### src/logic/srp_pkg.sv
// Package with register map, reset values, field layouts and timing of the SYSREF path
package srp_pkg;

  // Register addresses on the three-wire serial port
  localparam logic [6:0] ADDR_DIV = 7'h18;
  localparam logic [6:0] ADDR_RELEASE = 7'h19;
  localparam logic [6:0] ADDR_COUNT = 7'h1A;
  localparam logic [6:0] ADDR_DELAY = 7'h1B;
  localparam logic [6:0] ADDR_MODE = 7'h1C;
  localparam logic [6:0] ADDR_TRIGGER = 7'h70;

  // Reset values
  localparam logic [6:0] RST_DIV_SEL = 7'h2F;
  localparam logic RST_POWERDOWN = 1'b0;
  localparam logic [6:0] RST_RELEASE = 7'h01;
  localparam logic RST_BIAS_STYLE = 1'b1;
  localparam logic [7:0] RST_PULSE_COUNT = 8'h02;
  localparam logic [7:0] RST_DELAY = 8'h00;
  localparam logic RST_SOURCE_SEL = 1'b0;
  localparam logic RST_MODE_SEL = 1'b0;

  // Field positions
  localparam int BIT_TOP = 7;
  localparam int BIT_SOURCE_SEL = 1;
  localparam int BIT_MODE_SEL = 0;

  // Serial frame: read flag, 7 address bits, 8 data bits
  localparam logic [4:0] CMD_BITS = 5'h08;
  localparam logic [4:0] FRAME_BITS = 5'h10;

  // Global delay step and clock period, in ps
  localparam int DELAY_STEP_PS = 339;
  localparam int CLK_PERIOD_PS = 10000;
  localparam int DELAY_MAX_CODE = 255;
  localparam int DELAY_TAPS = (DELAY_MAX_CODE * DELAY_STEP_PS) / CLK_PERIOD_PS + 1;

  typedef enum logic [1:0] {
    SRP_IDLE = 2'b00,
    SRP_WAIT_ALIGN = 2'b01,
    SRP_RUN = 2'b10
  } srp_fsm_t;

endpackage

### src/logic/srp_delay_line.sv
// Global SYSREF delay: code times one step, rounded down to whole clock cycles
`timescale 1ns/1ps
module srp_delay_line (
  input wire logic i_clk,
  input wire logic i_rst,
  input wire logic i_level,
  input wire logic [7:0] i_code,
  output logic o_level
);

  typedef struct packed {
    logic [srp_pkg::DELAY_TAPS-1:0] taps;
    logic out;
  } srp_dly_state_t;

  srp_dly_state_t st_reg;
  srp_dly_state_t st_next;
  logic [16:0] delay_ps;
  logic [3:0] delay_cyc;
  logic [srp_pkg::DELAY_TAPS-1:0] tap_in;

  assign delay_ps = 17'(32'(i_code) * srp_pkg::DELAY_STEP_PS);
  assign delay_cyc = 4'(32'(delay_ps) / srp_pkg::CLK_PERIOD_PS);

  // Tap chain, one stage per clock
  genvar g;
  generate
    for (g = 0; g < srp_pkg::DELAY_TAPS; g++) begin : g_tap
      if (g == 0) begin : g_first
        assign tap_in[g] = i_level;
      end else begin : g_next
        assign tap_in[g] = st_reg.taps[g-1];
      end
    end
  endgenerate

  always_comb begin
    st_next = st_reg;
    st_next.taps = tap_in;
    st_next.out = tap_in[delay_cyc];
  end

  always_ff @(posedge i_clk) begin
    if (i_rst) begin
      st_reg <= '0;
    end else begin
      st_reg <= st_next;
    end
  end

  assign o_level = st_reg.out;

endmodule

### src/logic/srp_sysref_ctrl.sv
// SYSREF divider, release alignment, pulse generator and serial register port
`timescale 1ns/1ps
module srp_sysref_ctrl (
  input wire logic i_clk,
  input wire logic i_rst,
  input wire logic i_spi_sclk,
  input wire logic i_spi_cs_n,
  input wire logic i_spi_sdat,
  output logic o_spi_sdat,
  output logic o_spi_sdat_oe,
  input wire logic i_ext_pulse_in,
  input wire logic i_ref_out_bias_force,
  output logic o_ref_out,
  output logic o_ref_out_xpt,
  output logic o_sysref_busy,
  output logic o_sysref_powerdown
);

  typedef struct packed {
    logic [2:0] sclk_s;
    logic [2:0] cs_s;
    logic [2:0] sdi_s;
    logic [2:0] ext_s;
    logic sclk_l;
    logic cs_l;
    logic sdi_l;
    logic ext_l;
    logic [4:0] bit_cnt;
    logic [14:0] shift_in;
    logic [7:0] shift_out;
    logic sdo;
    logic sdo_oe;
    logic [6:0] div_sel;
    logic pd;
    logic [6:0] rel_sel;
    logic bias;
    logic [7:0] pulse_count;
    logic [7:0] delay;
    logic source_sel;
    logic mode_sel;
    logic trig;
    srp_pkg::srp_fsm_t state;
    logic [12:0] div_cnt;
    logic [7:0] align_cnt;
    logic [7:0] left;
    logic level;
    logic xpt;
    logic busy;
  } srp_ctrl_state_t;

  srp_ctrl_state_t st_reg;
  srp_ctrl_state_t st_next;
  logic [12:0] div_ratio;
  logic [7:0] rel_ratio;
  logic align_hit;
  logic sclk_rise;
  logic sclk_fall;
  logic ext_rise;
  logic start;
  logic [6:0] rd_addr;
  logic [6:0] wr_addr;
  logic [7:0] wr_data;
  logic [7:0] rd_data;
  logic fire;

  // Level accepted once second and third stages agree
  function automatic logic srp_filt(input logic [2:0] s, input logic l);
    return (s[1] == s[2]) ? s[2] : l;
  endfunction

  // Four serial SYSREF stages
  function automatic logic [12:0] srp_div_ratio(input logic [6:0] sel);
    logic [12:0] s6;
    logic [12:0] s54;
    logic [12:0] s32;
    logic [12:0] s10;
    s6 = sel[6] ? 13'h0004 : 13'h0002;
    s54 = 13'h0002 << sel[5:4];
    s32 = 13'h0002 << sel[3:2];
    s10 = 13'h0002 + 13'(sel[1:0]);
    return 13'(s6 * s54 * s32 * s10);
  endfunction

  // Two-stage release-alignment divider
  function automatic logic [7:0] srp_rel_ratio(input logic [6:0] sel);
    logic [7:0] hi;
    logic [7:0] lo;
    case (sel[5:3])
      3'h0: hi = 8'h02;
      3'h1: hi = 8'h04;
      3'h2: hi = 8'h06;
      3'h3: hi = 8'h08;
      3'h4: hi = 8'h04;
      3'h5: hi = 8'h08;
      3'h6: hi = 8'h0C;
      default: hi = 8'h10;
    endcase
    lo = 8'h02 + 8'(sel[2:0]);
    return sel[6] ? 8'(hi * lo) : lo;
  endfunction

  // Read-back of the register map
  function automatic logic [7:0] srp_rdata(input srp_ctrl_state_t s, input logic [6:0] a);
    case (a)
      srp_pkg::ADDR_DIV: return {s.pd, s.div_sel};
      srp_pkg::ADDR_RELEASE: return {s.bias, s.rel_sel};
      srp_pkg::ADDR_COUNT: return s.pulse_count;
      srp_pkg::ADDR_DELAY: return s.delay;
      srp_pkg::ADDR_MODE: return {6'h00, s.source_sel, s.mode_sel};
      default: return 8'h00;
    endcase
  endfunction

  assign div_ratio = srp_div_ratio(st_reg.div_sel);
  assign rel_ratio = srp_rel_ratio(st_reg.rel_sel);
  assign rd_addr = {st_reg.shift_in[5:0], srp_filt(st_reg.sdi_s, st_reg.sdi_l)};
  assign wr_addr = st_reg.shift_in[13:7];
  assign wr_data = {st_reg.shift_in[6:0], srp_filt(st_reg.sdi_s, st_reg.sdi_l)};
  assign rd_data = srp_rdata(st_reg, rd_addr);

  always_comb begin
    st_next = st_reg;
    sclk_rise = 1'b0;
    sclk_fall = 1'b0;
    ext_rise = 1'b0;
    start = 1'b0;
    fire = 1'b0;
    align_hit = 1'b0;

    // Pin synchronisers
    st_next.sclk_s = {st_reg.sclk_s[1:0], i_spi_sclk};
    st_next.cs_s = {st_reg.cs_s[1:0], i_spi_cs_n};
    st_next.sdi_s = {st_reg.sdi_s[1:0], i_spi_sdat};
    st_next.ext_s = {st_reg.ext_s[1:0], i_ext_pulse_in};
    st_next.sclk_l = srp_filt(st_reg.sclk_s, st_reg.sclk_l);
    st_next.cs_l = srp_filt(st_reg.cs_s, st_reg.cs_l);
    st_next.sdi_l = srp_filt(st_reg.sdi_s, st_reg.sdi_l);
    st_next.ext_l = srp_filt(st_reg.ext_s, st_reg.ext_l);
    sclk_rise = st_next.sclk_l & ~st_reg.sclk_l;
    sclk_fall = ~st_next.sclk_l & st_reg.sclk_l;
    ext_rise = st_next.ext_l & ~st_reg.ext_l;

    // Free-running release divider marks the common output-clock edge
    if (st_reg.pd) begin
      st_next.align_cnt = 8'h00;
    end else if (st_reg.align_cnt >= rel_ratio - 8'h01) begin
      st_next.align_cnt = 8'h00;
    end else begin
      st_next.align_cnt = st_reg.align_cnt + 8'h01;
    end
    align_hit = ~st_reg.pd & (st_reg.align_cnt == 8'h00);

    // Trigger: serial bit alone, or armed by it and fired by the pin edge
    fire = ~st_reg.pd & st_reg.trig & (st_reg.state == srp_pkg::SRP_IDLE)
      & (st_reg.source_sel ? ext_rise : 1'b1);
    start = fire & (st_reg.mode_sel | (st_reg.pulse_count != 8'h00));

    st_next.level = 1'b0;
    case (st_reg.state)
      srp_pkg::SRP_IDLE: begin
        st_next.div_cnt = 13'h0000;
        // Counted mode consumes the trigger even with a zero count
        if (fire && !st_reg.mode_sel) begin
          st_next.trig = 1'b0;
        end
        if (start) begin
          st_next.state = srp_pkg::SRP_WAIT_ALIGN;
          st_next.left = st_reg.pulse_count;
        end
      end
      srp_pkg::SRP_WAIT_ALIGN: begin
        if (align_hit) begin
          st_next.state = srp_pkg::SRP_RUN;
          st_next.div_cnt = 13'h0000;
        end
      end
      srp_pkg::SRP_RUN: begin
        st_next.level = st_reg.div_cnt < (div_ratio >> 1);
        if (st_reg.div_cnt >= div_ratio - 13'h0001) begin
          st_next.div_cnt = 13'h0000;
          if (!st_reg.mode_sel) begin
            st_next.left = st_reg.left - 8'h01;
            if (st_reg.left == 8'h01) begin
              st_next.state = srp_pkg::SRP_IDLE;
            end
          end else if (!st_reg.trig) begin
            st_next.state = srp_pkg::SRP_IDLE;
          end
        end else begin
          st_next.div_cnt = st_reg.div_cnt + 13'h0001;
        end
      end
      default: begin
        st_next.state = srp_pkg::SRP_IDLE;
      end
    endcase

    if (st_reg.pd) begin
      st_next.state = srp_pkg::SRP_IDLE;
      st_next.level = 1'b0;
      st_next.div_cnt = 13'h0000;
    end

    st_next.busy = st_next.state != srp_pkg::SRP_IDLE;
    st_next.xpt = st_reg.bias
      & (i_ref_out_bias_force | (st_next.state != srp_pkg::SRP_RUN));

    // Serial port: frames counted while chip select is low
    if (st_next.cs_l) begin
      st_next.bit_cnt = 5'h00;
      st_next.sdo_oe = 1'b0;
      st_next.sdo = 1'b0;
    end else if (sclk_rise && (st_reg.bit_cnt < srp_pkg::FRAME_BITS)) begin
      st_next.shift_in = {st_reg.shift_in[13:0], st_next.sdi_l};
      st_next.bit_cnt = st_reg.bit_cnt + 5'h01;
      if ((st_reg.bit_cnt == srp_pkg::CMD_BITS - 5'h01) && st_reg.shift_in[6]) begin
        st_next.sdo_oe = 1'b1;
        st_next.sdo = rd_data[7];
        st_next.shift_out = {rd_data[6:0], 1'b0};
      end
      if ((st_reg.bit_cnt == srp_pkg::FRAME_BITS - 5'h01) && !st_reg.shift_in[14]) begin
        case (wr_addr)
          srp_pkg::ADDR_DIV: begin
            st_next.pd = wr_data[srp_pkg::BIT_TOP];
            st_next.div_sel = wr_data[6:0];
          end
          srp_pkg::ADDR_RELEASE: begin
            st_next.bias = wr_data[srp_pkg::BIT_TOP];
            st_next.rel_sel = wr_data[6:0];
          end
          srp_pkg::ADDR_COUNT: begin
            st_next.pulse_count = wr_data;
          end
          srp_pkg::ADDR_DELAY: begin
            st_next.delay = wr_data;
          end
          srp_pkg::ADDR_MODE: begin
            st_next.source_sel = wr_data[srp_pkg::BIT_SOURCE_SEL];
            st_next.mode_sel = wr_data[srp_pkg::BIT_MODE_SEL];
          end
          srp_pkg::ADDR_TRIGGER: begin
            st_next.trig = wr_data[srp_pkg::BIT_TOP];
            if (wr_data[srp_pkg::BIT_TOP]) begin
              st_next.pd = 1'b0;
            end
          end
          default: begin
            st_next.trig = st_next.trig;
          end
        endcase
      end
    end else if (sclk_fall && st_reg.sdo_oe && (st_reg.bit_cnt > srp_pkg::CMD_BITS)
        && (st_reg.bit_cnt < srp_pkg::FRAME_BITS)) begin
      st_next.sdo = st_reg.shift_out[7];
      st_next.shift_out = {st_reg.shift_out[6:0], 1'b0};
    end
  end

  always_ff @(posedge i_clk) begin
    if (i_rst) begin
      st_reg <= '0;
      st_reg.sclk_s <= 3'h0;
      st_reg.cs_s <= 3'h7;
      st_reg.cs_l <= 1'b1;
      st_reg.div_sel <= srp_pkg::RST_DIV_SEL;
      st_reg.pd <= srp_pkg::RST_POWERDOWN;
      st_reg.rel_sel <= srp_pkg::RST_RELEASE;
      st_reg.bias <= srp_pkg::RST_BIAS_STYLE;
      st_reg.pulse_count <= srp_pkg::RST_PULSE_COUNT;
      st_reg.delay <= srp_pkg::RST_DELAY;
      st_reg.source_sel <= srp_pkg::RST_SOURCE_SEL;
      st_reg.mode_sel <= srp_pkg::RST_MODE_SEL;
      st_reg.state <= srp_pkg::SRP_IDLE;
      st_reg.xpt <= srp_pkg::RST_BIAS_STYLE;
    end else begin
      st_reg <= st_next;
    end
  end

  srp_delay_line u_delay (
    .i_clk(i_clk),
    .i_rst(i_rst),
    .i_level(st_reg.level),
    .i_code(st_reg.delay),
    .o_level(o_ref_out)
  );

  assign o_spi_sdat = st_reg.sdo;
  assign o_spi_sdat_oe = st_reg.sdo_oe;
  assign o_ref_out_xpt = st_reg.xpt;
  assign o_sysref_busy = st_reg.busy;
  assign o_sysref_powerdown = st_reg.pd;

endmodule

### config.mk
export PLATFORM = sky130hd
export DESIGN_NAME = srp_sysref_ctrl
export DESIGN_NICKNAME = d
export VERILOG_FILES = /design/src/logic/srp_pkg.sv /design/src/logic/srp_delay_line.sv /design/src/logic/srp_sysref_ctrl.sv
export SDC_FILE = /design/constraint.sdc
export NUM_CORES = 1
export LEC_CHECK = 0
export BUFFER_PORTS_ARGS = -buffer_cell sky130_fd_sc_hd__buf_2
export CORE_ASPECT_RATIO = 1.25
export CORE_MARGIN = 5
export CORE_UTILIZATION = 50
export CTS_CLUSTER_SIZE = 28
export DETAILED_ROUTE_END_ITERATION = 7
export PLACE_DENSITY = 0.66
export RECOVER_POWER = 50
export SETUP_SLACK_MARGIN = 0.1
export SYNTH_ARGS = -nofsm -noshare
export SYNTH_HDL_FRONTEND = slang
export SYNTH_HIERARCHICAL = 1
export SYNTH_SLANG_ARGS = --single-unit
### constraint.sdc
create_clock -name i_clk -period 8.1 [get_ports i_clk]
set_clock_uncertainty 0.1 [all_clocks]
set_input_delay 1.215 -clock i_clk [delete_from_list [all_inputs] [get_ports i_clk]]
set_output_delay 1.215 -clock i_clk [all_outputs]
set_load 0.03 [all_outputs]
==> results.cfg, run 1 <==
[power]
ir_drop_mv = 0.155
pwr-share-clk_pct = 49.7
p_seq_share_pct = 43.8
p_leak_nw = 5.14
p_comb_share_pct = 6.6
power.density_nw_per_um2 = 123
p_int_mw = 1.06
p_switching_mw = 0.361
switching_share_pct = 25.4

[die]
rows = 60
chipWidth_um = 141
io_pins = 13
coreArea_um2 = 21300
start_util_pct = 50.4
dieArea_um2 = 24500
die_h_um = 174

[cts]
cts.sinks = 123
root_buffer = clkbuf_16
cts_buffers = 17
clk_latency_ns = 0.42
h-tree-depth = 4
cts_setup_buffers = 0
cts_buffer_depth = 2
cts_tree = yes
clk_pin_slew_ns = 0.06

[critical_path]
required_ns = 8.25
r2r-start = st_reg[66]$_SDFFE_PP0P_
r2r_slack_ns = 0.50
cp.buffers_inverters = 0
slowest_stage = fa_1
start_kind = register
path_max_fanout = 8
path_class = reg -> reg
path_depth = 26
crit_path_start = st_reg[66]$_SDFFE_PP0P_
crit_top_cell = ha_1
setup.worst_path.end = o_sysref_busy$_SDFF_PP0_
reg2reg_depth = 26
endpoint_kind = register
critical_path_arrival_ns = 7.75
rr_endpoint = o_sysref_busy$_SDFF_PP0_
critPathTopFamily = adder cells
slowest_delay_ns = 0.53

[sta]
final_hold_viol_count = 0
hold_ws_ns = 0.320
finalMaxSlewViolations = 0
max_slew_margin_pct = 16.9
rsz0062_at_grt = no
finalSetupViolCount = 0
fmax_mhz = 132
fin_setup_tns_ns = 0
period_share_pct = 93.8
worst_slew_pin_slew_ns = 1.25
fin_crit_ns = 7.60

[logic_synthesis]
async_flop_share_pct = 0
synth_edf_count = 0
synth.largest_area_cell = dfxtp_1
syn_avg_cell_area_um2 = 8.57
synth-xor-area-share_pct = 5.59
yosys.area_share.simple_pct = 21.9
synth_fa_ha_area_share_pct = 21.6
synth_top_family_by_area = simple AND/OR/NAND/NOR gates
ys_types = 103
synth_cells = 1254
synth_flop_cell = dfxtp_1
synth_area_leaders = dfxtp_1 (23%), ha_1 (16%), fa_1 (5.0%)
yosys_register_bits = 123
synth-compound-area-share_pct = 17.2
synth_seq_area_share_pct = 22.9
synth_warnings = 6
synth.most_common_cell = ha_1
netlist.area_leader.share_pct = 22.9
synth_common_cells = ha_1 (141), dfxtp_1 (123), nand2_1 (114)
muxShareOfSynthArea_pct = 5.79
synth_area_um2 = 10700

[cells_and_area]
largest_reg_flops = 95
nets = 1418
syn_to_final_growth_pct = 7.72
layout-drive-gt1-share_pct = 8.84
diodes = 0

[drt]
routed_wl_mm = 23.5
vias_per_cell = 5.74
firstDrtPassIters = 5
wire_per_inst_um = 15.3
drt_iter0_markers = 461
drc = 0
vias = 8805
antenna_left = 0

[run]
cap_violations = 0

[status]
status = finished, final reports clean

[global_routing]
grt_usage_pct = 19.6
antenna_found_initial = 0
grt_pass1_vias = 8504
grt_overflow = 0
grt_max_degree = 78
grt_pass1_wl_mm = 40.6

[place]
gp_congestion = 0.869
port_buffers = 12
hpwl_mm = 17.8

[hold_path]
hp-class = reg -> reg
-- worst min path at each step --
| stage | depth (start not counted) | end | slack (ns) | from |
|---|---|---|---|---|
| 6_report | 1 | st_next[111]$_SDFF_PP1_ | 0.32 | st_next[110]$_SDFF_PP1_ |
| 5_1_grt | 1 | st_next[111]$_SDFF_PP1_ | 0.34 | st_next[110]$_SDFF_PP1_ |
| 4_1_cts | 1 | st_next[111]$_SDFF_PP1_ | 0.33 | st_next[110]$_SDFF_PP1_ |
| 3_5_place_dp | 1 | st_next[111]$_SDFF_PP1_ | 0.30 | st_next[110]$_SDFF_PP1_ |
| 3_3_place_gp | 1 | st_next[111]$_SDFF_PP1_ | 0.30 | st_next[110]$_SDFF_PP1_ |
| 2_1_floorplan | 1 | st_next[111]$_SDFF_PP1_ | 0.29 | st_next[110]$_SDFF_PP1_ |
-- power by group through the flow --
stage                     sequential, mW  clock, mW  combinational [mW]
after detailed placement           0.636          0              0.0934
after floorplan                    0.633          0              0.0756
after global routing               0.624      0.750               0.109
after global placement             0.636          0              0.0915
final                              0.622      0.706              0.0931
after CTS                          0.622      0.723              0.0940
-- cell type report --
cell class | count | area [µm²]
Inverter | 82 | 308
Sequential cell | 123 | 2460
Timing Repair Buffer | 20 | 111
Tap cell | 279 | 349
Clock buffer | 19 | 443
Multi-Input combinational cell | 999 | 7790
Fill cell | 2053 | 9750
Clock inverter | 13 | 108
-- per-stage QoR --
stage / util [%] / instance area, µm² / worst slack [ns] / power [mW] / std cells
3_3_place_gp: 51.6 / 11000 / 0.494 / 0.727 / 1503
5_1_grt: 54.3 / 11600 / 0.112 / 1.48 / 1535
4_1_cts: 54.2 / 11600 / 0.334 / 1.44 / 1535
2_1_floorplan: - / 10800 / 0.773 / 0.709 / 1257
3_5_place_dp: 51.6 / 11000 / 0.357 / 0.729 / 1503
6_report: 54.3 / 11600 / 0.501 / 1.42 / 1535
-- placed cells by master (no fill, tap or decap), types with 6 or more instances in the layout --
cell	instances
nand2_1	114
buf_4	8
nor3_1	23
xnor2_1	35
dfxtp_1	121
a211o_1	6
and3_1	23
o21a_1	10
or3_1	13
a21oi_1	77
or2_2	12
a211oi_1	9
nor2b_1	31
fa_1	27
a31oi_1	8
clkbuf_16	17
and2_1	22
nand4_1	9
nand2b_1	27
ha_1	141
nor4_1	10
nor2_1	108
o21ai_0	25
clkbuf_1	8
a21o_1	16
o211ai_1	9
inv_1	82
a221oi_1	10
mux2_2	7
nand3_1	24
mux4_2	9
mux2i_1	34
xor2_1	27
-- repair_timing --
| action | 4_1_cts | 5_1_grt |
|---|---|---|
| gates resized for setup | 0 | 7 |
| endpoints found under the setup margin | 0 | 6 |
| hold buffers | 0 | 0 |
-- routing by layer --
layer | part of all wire (%) | track usage (%) | routed length, µm | up-vias
met4 | 1.9 | 6.26 | 439 | 0
met5 | 0 | 0 | 0 | -
li1 | - | - | - | 4438
met2 | 51 | 34.7 | 11900 | 127
met3 | 2.9 | 2.89 | 674 | 31
met1 | 44 | 24.3 | 10400 | 4209
-- cell families after synthesis --
kind of cell | count (synthesis)
compound gates | 250
xor+xnor | 66
fa+ha+maj | 170
buf+inv | 135
flops | 123
mux | 50
other cells | 1
simple gates | 459
(Power assumes the default switching activity.)
==> run 2: changes to the inputs <==
--- a/config.mk
+++ b/config.mk
@@ -5,15 +5,16 @@
 export SDC_FILE = /design/constraint.sdc
 export NUM_CORES = 1
 export LEC_CHECK = 0
+export ABC_AREA = 1
 export BUFFER_PORTS_ARGS = -buffer_cell sky130_fd_sc_hd__buf_2
 export CORE_ASPECT_RATIO = 1.25
 export CORE_MARGIN = 5
 export CORE_UTILIZATION = 50
 export CTS_CLUSTER_SIZE = 28
 export DETAILED_ROUTE_END_ITERATION = 7
-export PLACE_DENSITY = 0.66
+export PLACE_DENSITY = 0.65
 export RECOVER_POWER = 50
-export SETUP_SLACK_MARGIN = 0.1
+export SETUP_SLACK_MARGIN = 0.02
 export SYNTH_ARGS = -nofsm -noshare
 export SYNTH_HDL_FRONTEND = slang
 export SYNTH_HIERARCHICAL = 1
==> results.cfg, run 2 <==
[cells_and_area]
largest_reg_flops = 95
diodes = 0
final_common_cell = nand2_1
nets = 1819
layout_common_cells = nand2_1 (344), inv_1 (252), nor2_1 (158)
layout-drive-gt1-share_pct = 8.87
syn_to_final_growth_pct = 7.58

[critical_path]
critical_path_arrival_ns = 7.62
start_kind = register
endpoint_kind = register
path_max_fanout = 7
slowest_delay_ns = 0.56
crit_top_cell = ha_1
slowest_stage = fa_1
path_class = reg -> reg
required_ns = 8.26

[power]
p_int_mw = 1.11
power.density_nw_per_um2 = 122
p_switching_mw = 0.370
switching_share_pct = 25.0
ir_drop_mv = 0.130
pwr-share-clk_pct = 51.3
p_leak_nw = 6.10
p_comb_share_pct = 6.9
p_seq_share_pct = 41.9
total_power_mw = 1.48

[die]
rows = 61
io_pins = 13
dieArea_um2 = 25600
die_h_um = 178
chipWidth_um = 144
coreArea_um2 = 22200
start_util_pct = 50.6

[drt]
vias_per_cell = 5.14
drc = 0
vias = 9976
routed_wl_mm = 24.5
wire_per_inst_um = 12.7
antenna_left = 0
firstDrtPassIters = 6
drt_iter0_markers = 373

[logic_synthesis]
ys_types = 60
synth_warnings = 6
synth_area_leaders = dfxtp_1 (22%), ha_1 (16%), nand2_1 (11%)
syn_avg_cell_area_um2 = 6.86
synth_edf_count = 0
synth_common_cells = nand2_1 (344), inv_1 (252), nor2_1 (159)
synth.most_common_cell = nand2_1
yosys_register_bits = 123
async_flop_share_pct = 0
synth_area_um2 = 11200
netlist.area_leader.share_pct = 21.9
synth_cells = 1639
synth_flop_cell = dfxtp_1
synth.largest_area_cell = dfxtp_1
synth_seq_area_share_pct = 21.9

[sta]
worst_slack_ns = 0.646
finalSetupViolCount = 0
fmax_mhz = 134
finalMaxSlewViolations = 57
worst_slew_pin_slew_ns = 2.61
period_share_pct = 92.0
max_slew_margin_pct = -73.8
rsz0062_at_grt = no
final_hold_viol_count = 0
fin_setup_tns_ns = 0
fin_crit_ns = 7.45

[cts]
h-tree-depth = 4
cts.sinks = 123
clk_latency_ns = 0.42
cts_buffers = 17
clk_pin_slew_ns = 0.06
cts_buffer_depth = 2
root_buffer = clkbuf_16
cts_tree = yes

[global_routing]
grt_pass1_wl_mm = 43.0
grt_pass1_vias = 9686
antenna_found_initial = 0
grt_usage_pct = 20.1
grt_overflow = 0
grt_max_degree = 57

[status]
violations = max-capacitance violations, max-slew violations
status = finished with violations

[hold_path]
hp-class = reg -> reg

[place]
hpwl_mm = 19.7
port_buffers = 12
post-place-ws_ns = 0.479
gp_congestion = 0.871

[run]
cap_violations = 1
==> run 2: cell types whose count changed after synthesis, moves of 18 or more <==
cell,change
o21ai_0,+64
and3_1,-23
nand3_1,+90
nand2_2,+26
nand2_1,+230
and2_1,-18
nand2b_1,-27
inv_1,+170
xnor2_1,-27
a21oi_1,+23
nor2_1,+51
nor2b_1,-31
inv_2,+20
mux2i_1,-34
==> run 2: timing repair <==
item                                    CTS  global route
setup buffers                             0             1
hold buffers                              0             0
resized for setup                         0             3
endpoints found under the setup margin    0            16
==> run 2: power by group through the flow <==
stage | combinational [mW] | clock [mW] | sequential, mW
2_1_floorplan | 0.0799 | 0 | 0.631
3_3_place_gp | 0.0974 | 0 | 0.632
3_5_place_dp | 0.100 | 0 | 0.632
4_1_cts | 0.101 | 0.771 | 0.619
5_1_grt | 0.122 | 0.799 | 0.620
6_report | 0.102 | 0.758 | 0.619
==> run 2: critical path: cells and delay by family, from the launching register on <==
family | cells | cell delay (ns)
buf+inv | 5 | 0.38
xor+xnor | 2 | 0.45
flops | 1 | 0.41
compound gates | 3 | 0.42
simple gates | 16 | 1.54
fa+ha+maj | 11 | 4.03
==> run 2: final cells by class <==
class / instances / area [µm²]
fill: 2218 / 10100
multi-input combinational: 1215 / 7610
sequential: 123 / 2460
inverter: 273 / 1020
clock buffer: 18 / 429
tap: 283 / 354
clock inverter: 14 / 159
timing repair buffer: 14 / 63.8
==> run 2: final timing paths <==
kind	start	endpoint	slack [ns]	depth (start not counted)
hold / removal	st_next[113]$_SDFF_PP0_	st_next[114]$_SDFF_PP0_	0.30	2
setup reg to reg	st_reg[68]$_SDFFE_PP0P_	o_ref_out_xpt$_SDFF_PP1_	0.65	37
setup / recovery	st_reg[68]$_SDFFE_PP0P_	o_ref_out_xpt$_SDFF_PP1_	0.65	37
hold reg to reg	st_next[113]$_SDFF_PP0_	st_next[114]$_SDFF_PP0_	0.30	2
==> run 2: logic make-up (layout without fill, tap and decap cells) <==
kind of cell | Yosys count | after routing | synth area share [%]
fa+ha+maj | 168 | 168 | 20.5
compound gates | 246 | 246 | 12.1
buf+inv | 304 | 319 | 10.5
xor+xnor | 41 | 41 | 3.36
other cells | 1 | 4 | 0.0333
flops | 123 | 123 | 21.9
simple gates | 756 | 756 | 31.5
==> run 2: per-stage QoR <==
step	hold slack (ns)	cell area (µm²)	instances	utilization [%]
2_1_floorplan	0.288	11300	1642	-
3_3_place_gp	0.290	11500	1907	51.9
3_5_place_dp	0.293	11500	1907	51.9
4_1_cts	0.300	12100	1939	54.5
5_1_grt	0.303	12100	1940	54.5
6_report	0.301	12100	1940	54.5
==> run 2: layer usage <==
metal / vias up / GRT usage [%] / part of all wire [%]
li1: 5285 / - / -
met1: 4541 / 23.9 / 44
met2: 122 / 38.0 / 52
met3: 28 / 2.75 / 2.9
met4: 0 / 4.35 / 1.1
met5: - / 0 / 0
==> run 3: changes to the inputs <==
--- a/config.mk
+++ b/config.mk
@@ -12,10 +12,9 @@
 export CORE_UTILIZATION = 50
 export CTS_CLUSTER_SIZE = 28
 export DETAILED_ROUTE_END_ITERATION = 7
-export PLACE_DENSITY = 0.65
+export PLACE_DENSITY = 0.66
 export RECOVER_POWER = 50
 export SETUP_SLACK_MARGIN = 0.02
 export SYNTH_ARGS = -nofsm -noshare
 export SYNTH_HDL_FRONTEND = slang
-export SYNTH_HIERARCHICAL = 1
 export SYNTH_SLANG_ARGS = --single-unit
==> results.cfg, run 3 <==
[status]
status = finished with violations
violations = max-capacitance violations, max-slew violations

[cts]
clk_pin_slew_ns = 0.06
cts_buffers = 17
clk_latency_ns = 0.43
h-tree-depth = 4
cts.sinks = 123
cts_buffer_depth = 2
root_buffer = clkbuf_16
hold_buffers = 0
cts_tree = yes

[logic_synthesis]
synth_area_leaders = dfxtp_1 (23%), ha_1 (16%), nand2_1 (10%)
ys_types = 49
synth_cells = 1588
synth_area_um2 = 10900
async_flop_share_pct = 0
synth.most_common_cell = nand2_1
synth_common_cells = nand2_1 (297), inv_1 (265), nor2_1 (175)
synth_seq_area_share_pct = 22.6
synth_flop_cell = dfxtp_1
yosys_register_bits = 123
synth_edf_count = 0
synth.largest_area_cell = dfxtp_1
netlist.area_leader.share_pct = 22.6
synth_warnings = 0
syn_avg_cell_area_um2 = 6.87

[die]
start_util_pct = 50.6
die_h_um = 175
rows = 60
io_pins = 13
coreArea_um2 = 21500
dieArea_um2 = 24900
chipWidth_um = 142

[drt]
firstDrtPassIters = 5
drc = 0
drt_iter0_markers = 517
routed_wl_mm = 24.2
antenna_left = 0
wire_per_inst_um = 12.9
vias = 9760
vias_per_cell = 5.19

[run]
cap_violations = 1

[power]
pwr-share-clk_pct = 51.8
p_int_mw = 1.08
p_comb_share_pct = 5.6
ir_drop_mv = 0.119
p_seq_share_pct = 42.7
p_switching_mw = 0.373
p_leak_nw = 5.72
switching_share_pct = 25.7
power.density_nw_per_um2 = 123
total_power_mw = 1.45

[sta]
worst_slack_ns = 0.619
fin_crit_ns = 7.48
rsz0062_at_grt = no
final_hold_viol_count = 0
fin_setup_tns_ns = 0
finalSetupViolCount = 0
worst_slew_pin_slew_ns = 1.55
fmax_mhz = 134
max_slew_margin_pct = -3.22
finalMaxSlewViolations = 35
period_share_pct = 92.4

[global_routing]
grt_pass1_wl_mm = 42.1
grt_usage_pct = 20.1
grt_max_degree = 43
antenna_found_initial = 0
grt_pass1_vias = 9301
grt_overflow = 0

[place]
port_buffers = 12
post-place-ws_ns = 0.510
gp_congestion = 0.945
dp_cells = 1850
hpwl_mm = 19.0

[critical_path]
endpoint_kind = register
required_ns = 8.30
path_max_fanout = 11
slowest_stage = fa_1
path_class = reg -> reg
start_kind = register
cp.buffers_inverters = 9
critPathTopFamily = adder cells
crit_top_cell = inv_1
slowest_delay_ns = 0.52
critical_path_arrival_ns = 7.68

[cells_and_area]
fillCellCount = 2166
nets = 1764
largest_reg_flops = 95
layout-drive-gt1-share_pct = 7.86
layout_common_cells = nand2_1 (297), inv_1 (264), nor2_1 (175)
final_common_cell = nand2_1
layout.cells.non_filler = 1882
diodes = 0
syn_to_final_growth_pct = 8.02
fin_util_pct = 54.7

[hold_path]
hp-class = reg -> reg
[run 3: cell types whose count changed after synthesis, moves of 9 or more]
cell     change
xnor2_1      +9
nor2_1      +16
nand3_1     -25
a31oi_1     +10
inv_1       +13
o21ai_1     -10
nand2_1     -47
[run 3: power by group through the flow]
stage	clock (mW)	combinational, mW	sequential [mW]
5_1_grt	0.794	0.0942	0.621
4_1_cts	0.765	0.0822	0.620
3_3_place_gp	0	0.0798	0.633
2_1_floorplan	0	0.0639	0.631
3_5_place_dp	0	0.0815	0.633
6_report	0.752	0.0807	0.620
[run 3: timing repair]
item                                    CTS  global route
setup buffers                             0             0
endpoints found under the setup margin    0             5
gates resized for setup                   0             2
[run 3: area by class of cell]
class / count / area [µm²] / share of cell area (%)
clock buffers: 17 / 425 / 3.61
clock inverters: 15 / 155 / 1.32
inverters: 280 / 1050 / 8.92
multi-input cells: 1155 / 7280 / 61.8
flip-flops and latches: 123 / 2460 / 20.9
well taps: 279 / 349 / 2.96
repair buffers: 13 / 55.1 / 0.467
[run 3: final timing paths]
| kind | from | end | slack (ns) | cells past startpoint |
|---|---|---|---|---|
| min reg2reg | st_next[107]$_SDFF_PP0_ | st_next[108]$_SDFF_PP0_ | 0.30 | 2 |
| max reg2reg | st_reg[68]$_SDFFE_PP0P_ | st_reg[4]$_SDFFE_PP0P_ | 0.62 | 39 |
| max | st_reg[68]$_SDFFE_PP0P_ | st_reg[4]$_SDFFE_PP0P_ | 0.62 | 39 |
| min | st_next[107]$_SDFF_PP0_ | st_next[108]$_SDFF_PP0_ | 0.30 | 2 |
[run 3: tightest hold or removal path: stages, from the launching register on]
cell     delay [ns]
dfxtp_1        0.30
inv_1          0.04
nor2_1         0.03
[run 3: metal layers]
layer  global-route usage [%]  part of all wire [%]
met3                     3.12                   2.8
met2                     36.2                    50
met4                     5.84                   1.8
met5                        0                     0
met1                     24.5                    45
[run 3: cells by family (layout without fill, tap and decap cells)]
kind of cell | after synthesis | in the layout | synth area share, %
AND/OR/NAND/NOR | 686 | 686 | 28.6
other | 1 | 2 | 0.0344
buffers and inverters | 311 | 325 | 10.8
adder cells (fa/ha/maj) | 168 | 168 | 21.0
XOR/XNOR | 42 | 42 | 3.37
flip-flops | 123 | 123 | 22.6
AO/OA/AOI/OAI | 257 | 257 | 13.5
[run 3: through the flow]
stage               area, µm²  hold slack (ns)
floorplan               10900            0.288
global placement        11200            0.289
detailed placement      11200            0.295
CTS                     11800            0.304
global route            11800            0.320
finish                  11800            0.301
